$ cat src/sssl_map.vh
// timing constants and state codes for the supply supervisor logic
`ifndef SSSL_MAP_VH
`define SSSL_MAP_VH

// ----------------------------------------------------------------
// clock and timebase
// ----------------------------------------------------------------
`define SSSL_CLK_PERIOD_NS   4
`define SSSL_TICK_NS         1000000
`define SSSL_TICK_CYC        (`SSSL_TICK_NS / `SSSL_CLK_PERIOD_NS)

// ----------------------------------------------------------------
// periods in timebase ticks of one millisecond; the test pulse is also given in seconds and the test interval in hours
// ----------------------------------------------------------------
`define SSSL_RST_TIMEOUT_MS  200
`define SSSL_WDOG_PERIOD_MS  1000
`define SSSL_TEST_PULSE_S    1.3
`define SSSL_TEST_PULSE_MS   1300
`define SSSL_TEST_INTV_H     24
`define SSSL_TEST_INTV_MS    (`SSSL_TEST_INTV_H * 3600 * 1000)

// ----------------------------------------------------------------
// counter widths
// ----------------------------------------------------------------
`define SSSL_TICK_W          18
`define SSSL_HOLD_W          16
`define SSSL_WDOG_W          16
`define SSSL_INTV_W          27

// ----------------------------------------------------------------
// state codes
// ----------------------------------------------------------------
`define SSSL_ST_MAIN         1'b0
`define SSSL_ST_BACKUP       1'b1
`define SSSL_ST_IDLE         1'b0
`define SSSL_ST_TEST         1'b1

`endif

$ cat src/sssl_sync.v
// two flip-flop synchroniser for a group of asynchronous inputs
module sssl_sync #(
  parameter WIDTH = 1
) (
  input  wire             mclk,
  input  wire             rst,
  input  wire [WIDTH-1:0] async_in,
  input  wire [WIDTH-1:0] init_val,
  output reg  [WIDTH-1:0] sync_out
);

  reg [WIDTH-1:0] stage1;

  // ----------------------------------------------------------------
  // synchroniser chain
  // ----------------------------------------------------------------
  always @(posedge mclk) begin
    if (rst) begin
      stage1   <= init_val;
      sync_out <= init_val;
    end else begin
      stage1   <= async_in;
      sync_out <= stage1;
    end
  end

endmodule

$ cat src/sssl_hold_timer.v
// stretches a cause level by a number of timebase ticks after it clears
module sssl_hold_timer #(
  parameter CNT_W      = 16,
  parameter HOLD_TICKS = 200
) (
  input  wire mclk,
  input  wire rst,
  input  wire tick,
  input  wire cause,
  output reg  active
);

  localparam [CNT_W-1:0] LAST = HOLD_TICKS[CNT_W-1:0] - 1'b1;

  reg [CNT_W-1:0] cnt;

  // ----------------------------------------------------------------
  // hold counter
  // ----------------------------------------------------------------
  always @(posedge mclk) begin
    if (rst) begin
      active <= 1'b1;
      cnt    <= {CNT_W{1'b0}};
    end else if (cause) begin
      active <= 1'b1;
      cnt    <= {CNT_W{1'b0}};
    end else if (active && tick) begin
      if (cnt == LAST) begin
        active <= 1'b0;
        cnt    <= {CNT_W{1'b0}};
      end else begin
        cnt <= cnt + 1'b1;
      end
    end
  end

endmodule

$ cat src/sssl_top.v
// digital control of the supply supervisor: resets, watchdog, backup, battery test
//
// Functional notes
// - switch to backup only when supply is below threshold and battery above supply.
// - return to main supply once supply exceeds 1.01 times battery.
// - manual reset low asserts reset, held for the timeout after release.
// - high reset asserts on low supply or manual reset, held for timeout.
// - watchdog output goes low when kick input idles longer than its period.
// - any kick edge or asserted reset restarts the watchdog count.
// - watchdog output released on next kick transition or on reset.
// - undriven kick input disables the watchdog; timeouts are suppressed.
// - low-line warning low when supply falls within 2.5% above threshold.
// - battery test every 24 hours pulls open-drain test output low for 1.3s.
// - battery below 2.6V during a test drives battery-ok low.
// - battery-ok low when battery below ok threshold or on backup.
// - battery-on indicator high for the whole backup mode.
// - power-fail low below 0.6V, high only above threshold plus hysteresis.
// - undriven manual reset reads inactive through the pullup.
`include "sssl_map.vh"

module sssl_top #(
  parameter TICK_CYC        = `SSSL_TICK_CYC,
  parameter RST_TIMEOUT_MS  = `SSSL_RST_TIMEOUT_MS,
  parameter WDOG_PERIOD_MS  = `SSSL_WDOG_PERIOD_MS,
  parameter TEST_PULSE_MS   = `SSSL_TEST_PULSE_MS,
  parameter TEST_INTV_MS    = `SSSL_TEST_INTV_MS,
  parameter TICK_W          = `SSSL_TICK_W,
  parameter HOLD_W          = `SSSL_HOLD_W,
  parameter WDOG_W          = `SSSL_WDOG_W,
  parameter INTV_W          = `SSSL_INTV_W
) (
  input  wire mclk,
  input  wire rst,
  input  wire vcc_below_th,
  input  wire backup_cell_in_above_vcc,
  input  wire vcc_above_backup_cell_in_scaled,
  input  wire vcc_lowline,
  input  wire cell_below_ok,
  input  wire cell_below_test,
  input  wire pfi_below,
  input  wire pfi_above_hys,
  input  wire manual_rst_n,
  input  wire manual_rst_drive,
  input  wire wdog_kick,
  input  wire wdog_kick_drive,
  output reg  rst_n,
  output reg  rst_hi,
  output reg  wdog_expired_n,
  output reg  lowline_warn_n,
  output reg  cell_check_pulse_n,
  output reg  cell_check_pulse_oe,
  output reg  cell_good,
  output reg  on_backup,
  output reg  powerfail_n
);

  // ----------------------------------------------------------------
  // constants
  // ----------------------------------------------------------------
  localparam [TICK_W-1:0] TICK_LAST  = TICK_CYC[TICK_W-1:0] - 1'b1;
  localparam [WDOG_W-1:0] WDOG_LAST  = WDOG_PERIOD_MS[WDOG_W-1:0] - 1'b1;
  localparam [INTV_W-1:0] INTV_LAST  = TEST_INTV_MS[INTV_W-1:0] - 1'b1;
  localparam [INTV_W-1:0] PULSE_LAST = TEST_PULSE_MS[INTV_W-1:0] - 1'b1;

  localparam ST_MAIN   = `SSSL_ST_MAIN;
  localparam ST_BACKUP = `SSSL_ST_BACKUP;
  localparam ST_IDLE   = `SSSL_ST_IDLE;
  localparam ST_TEST   = `SSSL_ST_TEST;

  localparam [11:0] SYNC_INIT = 12'h180;

  // ----------------------------------------------------------------
  // functions
  // ----------------------------------------------------------------
  function interval_done;
    input [INTV_W-1:0] cnt;
    input [INTV_W-1:0] last;
    begin
      interval_done = (cnt == last);
    end
  endfunction

  // ----------------------------------------------------------------
  // signals
  // ----------------------------------------------------------------
  wire [11:0]       pins_s;
  wire              vcc_below_s;
  wire              backup_cell_in_above_s;
  wire              vcc_above_s;
  wire              lowline_s;
  wire              cell_low_s;
  wire              cell_test_low_s;
  wire              pfi_below_s;
  wire              pfi_above_s;
  wire              mr_level_s;
  wire              mr_drive_s;
  wire              kick_s;
  wire              kick_drive_s;
  wire              mr_active;
  wire              rst_cause;
  wire              rst_hold;
  wire              kick_edge;
  wire              wdog_enabled;

  reg  [TICK_W-1:0] tick_cnt;
  reg               tick;
  reg               kick_prev;
  reg  [WDOG_W-1:0] wdog_cnt;
  reg               wdog_fired;
  reg               backup_state;
  reg               next_backup_state;
  reg               test_state;
  reg               next_test_state;
  reg  [INTV_W-1:0] intv_cnt;
  reg  [INTV_W-1:0] pulse_cnt;
  reg               test_low_seen;
  reg               cell_failed;

  // ----------------------------------------------------------------
  // input synchronisers
  // ----------------------------------------------------------------
  sssl_sync #(
    .WIDTH (12)
  ) u_sync (
    .mclk     (mclk),
    .rst      (rst),
    .async_in ({wdog_kick_drive, wdog_kick, manual_rst_drive, manual_rst_n,
                pfi_above_hys, pfi_below, cell_below_test, cell_below_ok,
                vcc_lowline, vcc_above_backup_cell_in_scaled, backup_cell_in_above_vcc, vcc_below_th}),
    .init_val (SYNC_INIT),
    .sync_out (pins_s)
  );

  assign {kick_drive_s, kick_s, mr_drive_s, mr_level_s,
          pfi_above_s, pfi_below_s, cell_test_low_s, cell_low_s,
          lowline_s, vcc_above_s, backup_cell_in_above_s, vcc_below_s} = pins_s;

  // ----------------------------------------------------------------
  // free-running timebase
  // ----------------------------------------------------------------
  always @(posedge mclk) begin
    if (rst) begin
      tick_cnt <= {TICK_W{1'b0}};
      tick     <= 1'b0;
    end else if (tick_cnt == TICK_LAST) begin
      tick_cnt <= {TICK_W{1'b0}};
      tick     <= 1'b1;
    end else begin
      tick_cnt <= tick_cnt + 1'b1;
      tick     <= 1'b0;
    end
  end

  // ----------------------------------------------------------------
  // reset generation
  // ----------------------------------------------------------------
  assign mr_active = mr_drive_s & ~mr_level_s;
  assign rst_cause = vcc_below_s | mr_active;

  sssl_hold_timer #(
    .CNT_W      (HOLD_W),
    .HOLD_TICKS (RST_TIMEOUT_MS)
  ) u_rst_hold (
    .mclk   (mclk),
    .rst    (rst),
    .tick   (tick),
    .cause  (rst_cause),
    .active (rst_hold)
  );

  always @(posedge mclk) begin
    if (rst) begin
      rst_n  <= 1'b0;
      rst_hi <= 1'b1;
    end else begin
      rst_n  <= ~rst_hold;
      rst_hi <= rst_hold;
    end
  end

  // ----------------------------------------------------------------
  // watchdog
  // ----------------------------------------------------------------
  assign kick_edge    = kick_s ^ kick_prev;
  assign wdog_enabled = kick_drive_s;

  always @(posedge mclk) begin
    if (rst) begin
      kick_prev      <= 1'b0;
      wdog_cnt       <= {WDOG_W{1'b0}};
      wdog_fired     <= 1'b0;
      wdog_expired_n <= 1'b1;
    end else begin
      kick_prev      <= kick_s;
      wdog_expired_n <= ~wdog_fired;
      if (kick_edge || rst_hold || !wdog_enabled) begin
        wdog_cnt <= {WDOG_W{1'b0}};
      end else if (tick && wdog_cnt != WDOG_LAST) begin
        wdog_cnt <= wdog_cnt + 1'b1;
      end
      if (kick_edge || rst_hold) begin
        wdog_fired <= 1'b0;
      end else if (wdog_enabled && tick && wdog_cnt == WDOG_LAST) begin
        wdog_fired <= 1'b1;
      end
    end
  end

  // ----------------------------------------------------------------
  // backup switchover
  // ----------------------------------------------------------------
  always @* begin
    next_backup_state = backup_state;
    case (backup_state)
      ST_MAIN: begin
        if (vcc_below_s && backup_cell_in_above_s) begin
          next_backup_state = ST_BACKUP;
        end
      end
      ST_BACKUP: begin
        if (vcc_above_s) begin
          next_backup_state = ST_MAIN;
        end
      end
      default: begin
        next_backup_state = ST_MAIN;
      end
    endcase
  end

  always @(posedge mclk) begin
    if (rst) begin
      backup_state <= ST_MAIN;
      on_backup    <= 1'b0;
    end else begin
      backup_state <= next_backup_state;
      on_backup    <= (next_backup_state == ST_BACKUP);
    end
  end

  // ----------------------------------------------------------------
  // periodic battery test
  // ----------------------------------------------------------------
  always @* begin
    next_test_state = test_state;
    case (test_state)
      ST_IDLE: begin
        if (tick && interval_done(intv_cnt, INTV_LAST)) begin
          next_test_state = ST_TEST;
        end
      end
      ST_TEST: begin
        if (tick && interval_done(pulse_cnt, PULSE_LAST)) begin
          next_test_state = ST_IDLE;
        end
      end
      default: begin
        next_test_state = ST_IDLE;
      end
    endcase
  end

  always @(posedge mclk) begin
    if (rst) begin
      test_state    <= ST_IDLE;
      intv_cnt      <= {INTV_W{1'b0}};
      pulse_cnt     <= {INTV_W{1'b0}};
      test_low_seen <= 1'b0;
      cell_failed   <= 1'b0;
    end else begin
      test_state <= next_test_state;
      if (tick) begin
        if (interval_done(intv_cnt, INTV_LAST)) begin
          intv_cnt <= {INTV_W{1'b0}};
        end else begin
          intv_cnt <= intv_cnt + 1'b1;
        end
      end
      if (test_state == ST_IDLE) begin
        pulse_cnt     <= {INTV_W{1'b0}};
        test_low_seen <= 1'b0;
      end else begin
        if (tick) begin
          pulse_cnt <= pulse_cnt + 1'b1;
        end
        if (cell_test_low_s) begin
          test_low_seen <= 1'b1;
        end
        if (next_test_state == ST_IDLE) begin
          cell_failed <= test_low_seen | cell_test_low_s;
        end
      end
    end
  end

  always @(posedge mclk) begin
    if (rst) begin
      cell_check_pulse_n  <= 1'b0;
      cell_check_pulse_oe <= 1'b0;
    end else begin
      cell_check_pulse_n  <= 1'b0;
      cell_check_pulse_oe <= (next_test_state == ST_TEST);
    end
  end

  // ----------------------------------------------------------------
  // battery-ok and low-line indications
  // ----------------------------------------------------------------
  always @(posedge mclk) begin
    if (rst) begin
      cell_good      <= 1'b0;
      lowline_warn_n <= 1'b1;
    end else begin
      cell_good      <= ~(cell_low_s | cell_failed | (next_backup_state == ST_BACKUP));
      lowline_warn_n <= ~lowline_s;
    end
  end

  // ----------------------------------------------------------------
  // power-fail hysteresis
  // ----------------------------------------------------------------
  always @(posedge mclk) begin
    if (rst) begin
      powerfail_n <= 1'b1;
    end else if (pfi_below_s) begin
      powerfail_n <= 1'b0;
    end else if (pfi_above_s) begin
      powerfail_n <= 1'b1;
    end
  end

endmodule

$ cat config.mk
export PLATFORM = sky130hd
export DESIGN_NAME = sssl_top
export DESIGN_NICKNAME = d
export VERILOG_FILES = /design/src/sssl_sync.v /design/src/sssl_hold_timer.v /design/src/sssl_top.v
export VERILOG_INCLUDE_DIRS = /design/src /design/src/src
export SDC_FILE = /design/constraint.sdc
export NUM_CORES = 1
export LEC_CHECK = 0
export BUFFER_PORTS_ARGS = -buffer_cell sky130_fd_sc_hd__buf_4
export CELL_PAD_IN_SITES_DETAIL_PLACEMENT = 0
export CELL_PAD_IN_SITES_GLOBAL_PLACEMENT = 2
export CORE_MARGIN = 4
export CORE_UTILIZATION = 30
export CTS_BUF_LIST = sky130_fd_sc_hd__clkbuf_8 sky130_fd_sc_hd__clkbuf_16
export DETAILED_ROUTE_END_ITERATION = 8
export PLACE_DENSITY = 0.65
export SLEW_MARGIN = 20
export SYNTH_ARGS = -nofsm -noshare
export SYNTH_HDL_FRONTEND = slang
export SYNTH_HIERARCHICAL = 1
export SYNTH_SLANG_ARGS = --single-unit
$ cat constraint.sdc
create_clock -name mclk -period 2.02 [get_ports mclk]
set_input_delay 0.404 -clock mclk [delete_from_list [all_inputs] [get_ports mclk]]
set_output_delay 0.404 -clock mclk [all_outputs]
set_load 0.01 [all_outputs]
-- Word-level counts from Yosys, hierarchy flattened
Index checks and enable logic that the tools add are counted.
- add/subtract/negate cells: 5
- bitwise logic cells: 14
- reductions and logical operators: 18
- mux-type cells: 11
- equality and inequality tests: 6
- operators with widths (cell ; count):
    27-bit by 1-bit adder with 27-bit output (second input constant) ; 2
    16-bit by 1-bit adder with 16-bit output (second input constant) ; 2
    27-bit by 11-bit equality test with 1-bit output (second input constant) ; 1
    27-bit equality test (second input constant) ; 1
    27-bit 2-to-1 mux ; 1
    18-bit by 1-bit adder with 18-bit output (second input constant) ; 1
    18-bit equality test (second input constant) ; 1
    16-bit by 10-bit equality test with 1-bit output (second input constant) ; 1
    16-bit by 8-bit equality test with 1-bit output (second input constant) ; 1
    16-bit 2-to-1 mux ; 1
    16-bit by 10-bit inequality test with 1-bit output (second input constant) ; 1
    2-bit OR reduction ; 5
    1-bit inverter ; 8
    1-bit logical AND ; 7
    1-bit 2-to-1 mux ; 7
    1-bit bitwise OR ; 4
    1-bit case mux with 2 select lines ; 2
    2-bit AND reduction ; 2
    1-bit logical OR ; 2
    2-bit nonzero test ; 1
    1-bit bitwise AND ; 1
    1-bit zero test ; 1
    1-bit bitwise XOR ; 1
- input bits: 14
- bits in registers: 142

-- Longest topological paths before layout
- depth in word-level cells: 6
- mapped depth: 7
- mapped depth without buffers: 5

-- Modules after synthesis
Netlist, hierarchy kept.
- by module, submodules not included (module ; sequential area each (µm²) ; times used ; cells each ; area each (µm²)):
    sssl_top ; 2021.9 ; 1 ; 545 ; 4747.1
    sssl_sync ; 480.5 ; 1 ; 51 ; 877.1
    sssl_hold_timer ; 340.3 ; 1 ; 91 ; 788.3

-- Worst setup path after synthesis
Ideal clock, no wire load.
- kind: flip-flop to flip-flop
- start: reg wdog_cnt[0]
- end: reg wdog_cnt[1]
- slack: 150 ps
- arrival: 1743 ps
- data required time: 1892 ps
- stages on the path, launching flop included: 6
- cells stage by stage: dfxtp_1 > ha_1 > or4b_1 > o41ai_4 > mux2i_1 > nor2_1
- word-level cells in the longest chain between the ends: 2
- elaborated cells on any way between the ends: 3
- those cells by class: add/sub: 1; eq/ne: 1; reduce/logical: 1
- ends and longest elaborated chain (item ; RTL line ; source):
    start, declared ; sssl_top.v:108 ; reg [WDOG_W-1:0] wdog_cnt;
    start signal, assigned ; sssl_top.v:190 ; wdog_cnt <= {WDOG_W{1'b0}};
    start signal, assigned ; sssl_top.v:197 ; wdog_cnt <= {WDOG_W{1'b0}};
    start signal, assigned ; sssl_top.v:199 ; wdog_cnt <= wdog_cnt + 1'b1;
    parallel branches: the longest is 2 deep, another holds 16-bit by 1-bit adder with 16-bit output ; -- ;
Several ways; the timed one is not identified.
A chain may end at the register's enable or synchronous reset.

-- Worst setup path in the final report
- start: reg pulse_cnt[0]
- end: reg pulse_cnt[22]
- word-level cells in the longest chain between the ends: 1
- ends and longest elaborated chain (item ; RTL line ; source):
    start, declared ; sssl_top.v:115 ; reg [INTV_W-1:0] pulse_cnt;
    start signal, assigned ; sssl_top.v:267 ; pulse_cnt <= {INTV_W{1'b0}};
    start signal, assigned ; sssl_top.v:280 ; pulse_cnt <= {INTV_W{1'b0}};
    start signal, assigned ; sssl_top.v:284 ; pulse_cnt <= pulse_cnt + 1'b1;
    27-bit by 1-bit adder with 27-bit output ; sssl_top.v:284 ;
Every way passes these cells.

==> report_table.html <==
<table>
<tr><th>Metric</th><th>Value</th></tr>
<tr><th colspan="2">Synth</th></tr>
<tr><td>Adder and majority cell fraction of the synthesized area</td><td>0.976%</td></tr>
<tr><td>Number of flops mapped to enable cells by yosys</td><td>0</td></tr>
<tr><td>Asr flop ratio synth</td><td>0%</td></tr>
<tr><td>FF+latch count, synth</td><td>142</td></tr>
<tr><td>Area share of the leading cell type in the synthesized netlist</td><td>44.3%</td></tr>
<tr><td>Yosys Warn Count</td><td>6</td></tr>
<tr><td>Complex-gate fraction of the synthesized area</td><td>8.37%</td></tr>
<tr><td>Prevailing post-synth register cell</td><td>sky130_fd_sc_hd__dfxtp_1</td></tr>
<tr><td>Combinational family with the most area after synthesis</td><td>simple AND/OR/NAND/NOR gates</td></tr>
<tr><td>List of most frequent post-synthesis cells</td><td>sky130_fd_sc_hd__dfxtp_1 (142), sky130_fd_sc_hd__nor2_1 (74), sky130_fd_sc_hd__nand2_1 (43)</td></tr>
<tr><td>Most common cell in the synthesized netlist</td><td>sky130_fd_sc_hd__dfxtp_1</td></tr>
<tr><td>Ranking of synthesized cells by area</td><td>sky130_fd_sc_hd__dfxtp_1 (44%), sky130_fd_sc_hd__mux2_4 (4.7%), sky130_fd_sc_hd__xnor2_1 (4.6%), sky130_fd_sc_hd__nor2_1 (4.3%), sky130_fd_sc_hd__nand4_1 (3.3%)</td></tr>
<tr><td>Xor/xnor cell area share of the yosys netlist</td><td>7.92%</td></tr>
<tr><td>Syn Std Cell Area</td><td>6410 um^2</td></tr>
<tr><td>Distinct cell type count of the synthesized netlist</td><td>59</td></tr>
<tr><td>Simple-Gate Fraction of Synth Area</td><td>27.8%</td></tr>
<tr><td>Largest area contributor in the netlist</td><td>sky130_fd_sc_hd__dfxtp_1</td></tr>
<tr><td>Gate count after technology mapping</td><td>687</td></tr>
<tr><td>Register area share after synthesis</td><td>44.3%</td></tr>
<tr><td>Post-synthesis mux area share</td><td>6.65%</td></tr>
<tr><td>Syn Area/Cell</td><td>9.33 um^2</td></tr>
<tr><th colspan="2">Power and ir drop</th></tr>
<tr><td>Leakage</td><td>2.61 nW</td></tr>
<tr><td>Max VDD drop</td><td>596 uV</td></tr>
<tr><td>Power per unit of standard cell area</td><td>845 nW/um^2</td></tr>
<tr><th colspan="2">Cells and area</th></tr>
<tr><td>Antenna diode count</td><td>0</td></tr>
<tr><td>Number of nets in the layout</td><td>773</td></tr>
<tr><td>Post-route cell area</td><td>7740 um^2</td></tr>
<tr><td>Fillers</td><td>2053</td></tr>
<tr><td>Layout cell share with drive strength beyond 1</td><td>16.3%</td></tr>
<tr><td>Synth-to-Final Area Change</td><td>20.7%</td></tr>
<tr><th colspan="2">Place</th></tr>
<tr><td>Post-placement cell area</td><td>7080 um^2</td></tr>
<tr><td>Routability congestion estimate</td><td>0.745</td></tr>
<tr><td>Count of buffers from port buffering</td><td>21</td></tr>
<tr><td>HPWL after DPL</td><td>9.78 mm</td></tr>
<tr><td>Worst slack, placed</td><td>0.0799 ns</td></tr>
<tr><th colspan="2">Setup path</th></tr>
<tr><td>Cell breakdown of the critical path</td><td>ha_2 -&gt; nand4_2 -&gt; or3_4 -&gt; or4_1 -&gt; a21oi_1</td></tr>
<tr><td>Crit start category</td><td>flip-flop</td></tr>
<tr><td>Type of the worst setup path</td><td>flip-flop to flip-flop</td></tr>
<tr><td>Buf+Inv Stages, Crit Path</td><td>0</td></tr>
<tr><td>Largest driver fanout on the critical path</td><td>12</td></tr>
<tr><td>Critical-path cell with the highest stage delay</td><td>sky130_fd_sc_hd__or4_1</td></tr>
<tr><td>Element type at the critical path end</td><td>flip-flop</td></tr>
<tr><td>Crit path arrival time</td><td>2.23 ns</td></tr>
<tr><td>Stage delay of the slowest cell on the critical path</td><td>0.48 ns</td></tr>
<tr><td>WP data required</td><td>2.36 ns</td></tr>
<tr><td>Kind of cell adding the most delay to the critical path</td><td>simple AND/OR/NAND/NOR gates</td></tr>
<tr><th colspan="2">CTS</th></tr>
<tr><td>Number of buffers created by CTS</td><td>17</td></tr>
<tr><td>Post-CTS Setup Inserts</td><td>0</td></tr>
<tr><td>CTS H-tree depth</td><td>4</td></tr>
<tr><td>Clock sink count</td><td>142</td></tr>
<tr><td>Clock Path Buffers</td><td>2</td></tr>
<tr><td>Clock edge transition at the registers on the reported setup and hold paths</td><td>0.06 ns</td></tr>
<tr><td>Clock tree from TritonCTS</td><td>yes</td></tr>
<tr><td>Worst-skew pair later-pin latency</td><td>0.41 ns</td></tr>
<tr><td>Clk root buf</td><td>sky130_fd_sc_hd__clkbuf_16</td></tr>
<tr><th colspan="2">Hold path</th></tr>
<tr><td>Worst min-delay path class</td><td>input port to flip-flop</td></tr>
<tr><th colspan="2">Floorplan</th></tr>
<tr><td>Die H</td><td>154 um</td></tr>
<tr><td>Boundary pin count</td><td>23</td></tr>
<tr><td>Die Area</td><td>23800 um^2</td></tr>
<tr><td>Core outline area</td><td>21000 um^2</td></tr>
<tr><td>Number of cell rows</td><td>53</td></tr>
<tr><td>Chip Width</td><td>154 um</td></tr>
<tr><td>Starting Density</td><td>30.5%</td></tr>
<tr><th colspan="2">STA</th></tr>
<tr><td>Setup skew after layout</td><td>0.00717 ns</td></tr>
<tr><td>Final Hold Violating Endpoints</td><td>0</td></tr>
<tr><td>Worst Tran Pin Value</td><td>0.510 ns</td></tr>
<tr><td>Unrepaired setup endpoints after global routing</td><td>false</td></tr>
<tr><td>Worst slew margin relative to its limit</td><td>65.9%</td></tr>
<tr><td>Setup TNS after final layout</td><td>0 ns</td></tr>
<tr><td>Setup-violating endpoint count in the final report</td><td>0</td></tr>
<tr><td>Min Clock Period, post-route</td><td>1.89 ns</td></tr>
<tr><td>FMAX</td><td>530 MHz</td></tr>
<tr><td>Number of max-slew violations in the final report</td><td>0</td></tr>
<tr><td>Worst Slack Setup Final</td><td>0.132 ns</td></tr>
<tr><td>Share of the clock period used by the worst path after layout</td><td>93.5%</td></tr>
<tr><td>Worst hold-check slack</td><td>0.216 ns</td></tr>
<tr><th colspan="2">Global route</th></tr>
<tr><td>Pin count of the biggest net entering global routing</td><td>33</td></tr>
<tr><td>GRT Resource Usage Total</td><td>12.2%</td></tr>
<tr><td>Antenna violations before repair</td><td>0</td></tr>
<tr><td>Via count of the first global-routing pass</td><td>5114</td></tr>
<tr><td>Grt total ovfl</td><td>0</td></tr>
<tr><td>Wire length of the first global-routing pass</td><td>24.3 mm</td></tr>
<tr><th colspan="2">Drt</th></tr>
<tr><td>Total Routed Length</td><td>13.8 mm</td></tr>
<tr><td>Number of remaining DRC errors</td><td>0</td></tr>
<tr><td>Antenna violation net count after detailed routing</td><td>0</td></tr>
<tr><td>Via density per instance</td><td>4.89</td></tr>
<tr><td>Routed length per instance</td><td>13.3 um</td></tr>
<tr><td>Via Count</td><td>5095</td></tr>
<tr><td>Number of search-and-repair iterations in the first detailed-routing pass</td><td>4</td></tr>
<tr><td>Violation count after the first detailed-route iteration</td><td>189</td></tr>
<tr><th colspan="2">Run status</th></tr>
<tr><td>Result of the run</td><td>complete, no violations</td></tr>
<tr><th colspan="2">Flow run</th></tr>
<tr><td>Max cap viols</td><td>0</td></tr>
</table>
## layout make-up
cell class | count | area [um^2] | share of cell area [%]
clock buffers | 18 | 439 | 5.67
clock inverters | 14 | 215 | 2.78
inverters | 16 | 60.1 | 0.776
multi-input cells | 525 | 3420 | 44.2
flip-flops and latches | 142 | 2840 | 36.7
well taps | 275 | 344 | 4.44
repair buffers | 52 | 415 | 5.37
## cells in the final DEF, fill, tap and decap left out, types with 4 or more instances in the layout
cell                         netlist  routed
sky130_fd_sc_hd__inv_1            16      16
sky130_fd_sc_hd__nor2_1           74      74
sky130_fd_sc_hd__bufinv_16         0       5
sky130_fd_sc_hd__nor4b_1           4       4
sky130_fd_sc_hd__a21oi_1          32      32
sky130_fd_sc_hd__nor2b_1           4       4
sky130_fd_sc_hd__and3_1           12      12
sky130_fd_sc_hd__nor3_1           13      13
sky130_fd_sc_hd__mux2_2            5       5
sky130_fd_sc_hd__ha_1              5       4
sky130_fd_sc_hd__a31oi_1           4       4
sky130_fd_sc_hd__and2_1            4       4
sky130_fd_sc_hd__mux2i_1           7       7
sky130_fd_sc_hd__nand2_1          43      43
sky130_fd_sc_hd__dfxtp_1         142     142
sky130_fd_sc_hd__and4_1           13      12
sky130_fd_sc_hd__or4_1            19      19
sky130_fd_sc_hd__conb_1            2      25
sky130_fd_sc_hd__nand3_1          36      36
sky130_fd_sc_hd__xnor2_1          34      34
sky130_fd_sc_hd__mux2_4           20      20
sky130_fd_sc_hd__nand4_1          34      34
sky130_fd_sc_hd__o21ai_0          17      17
sky130_fd_sc_hd__xor2_1           24      24
sky130_fd_sc_hd__o31ai_1          18      17
sky130_fd_sc_hd__nor4_1           22      21
sky130_fd_sc_hd__buf_4             1      50
sky130_fd_sc_hd__nor4bb_1          4       4
sky130_fd_sc_hd__clkinvlp_4        0       5
sky130_fd_sc_hd__clkbuf_16         0      17
sky130_fd_sc_hd__or3_1            19      19
## flip-flops by register name, summed over array words and instances, names as in the netlist, 12 cells and up
register	count
tick_cnt	18
u_rst_hold/cnt	16
pulse_cnt	27
u_sync/stage1	12
u_sync/sync_out	12
wdog_cnt	16
intv_cnt	27
## worst paths after layout
check | start | endpoint | slack [ns] | cells past startpoint
hold reg to reg | wdog_fired | wdog_expired_n | 0.39 | 1
setup / recovery | pulse_cnt[0] | pulse_cnt[22] | 0.13 | 5
hold / removal | backup_cell_in_above_vcc | u_sync/stage1[1] | 0.22 | 2
setup reg to reg | pulse_cnt[0] | pulse_cnt[22] | 0.13 | 5
## logic make-up after synthesis
family,count (synthesis)
XOR/XNOR,58
AND/OR/NAND/NOR,321
other,2
AO/OA/AOI/OAI,84
buffers and inverters,43
multiplexers,32
flip-flops,142
adder cells (fa/ha/maj),5
## per-layer routing
metal  up-vias  wire length (um)  global-route usage (%)
met5         -                 0                       0
met4         0               154                    3.53
met3         9               462                    3.30
met2        61              6320                    19.8
met1      2396              6900                    16.1
li1       2629                 -                       -
## stage by stage
stage / std cells / total power [W] / util, %
floorplan: 710 / 0.00310 / -
global placement: 1010 / 0.00317 / 33.7
detailed placement: 1010 / 0.00317 / 33.7
CTS: 1042 / 0.00666 / 36.8
global route: 1042 / 0.00679 / 36.8
finish: 1042 / 0.00654 / 36.8
## where the power goes
group          leakage (nW)  switching, W  internal [W]
clock                 0.305       0.00121       0.00222
combinational          1.15     0.0000923      0.000122
sequential             1.16     0.0000291       0.00286
## timing repair
action / in CTS / in global routing
gates resized for setup: 0 / 3
hold buffers: 0 / 0
endpoints found under the setup margin: 0 / 8
No activity file was read; power rests on OpenSTA's default activity.
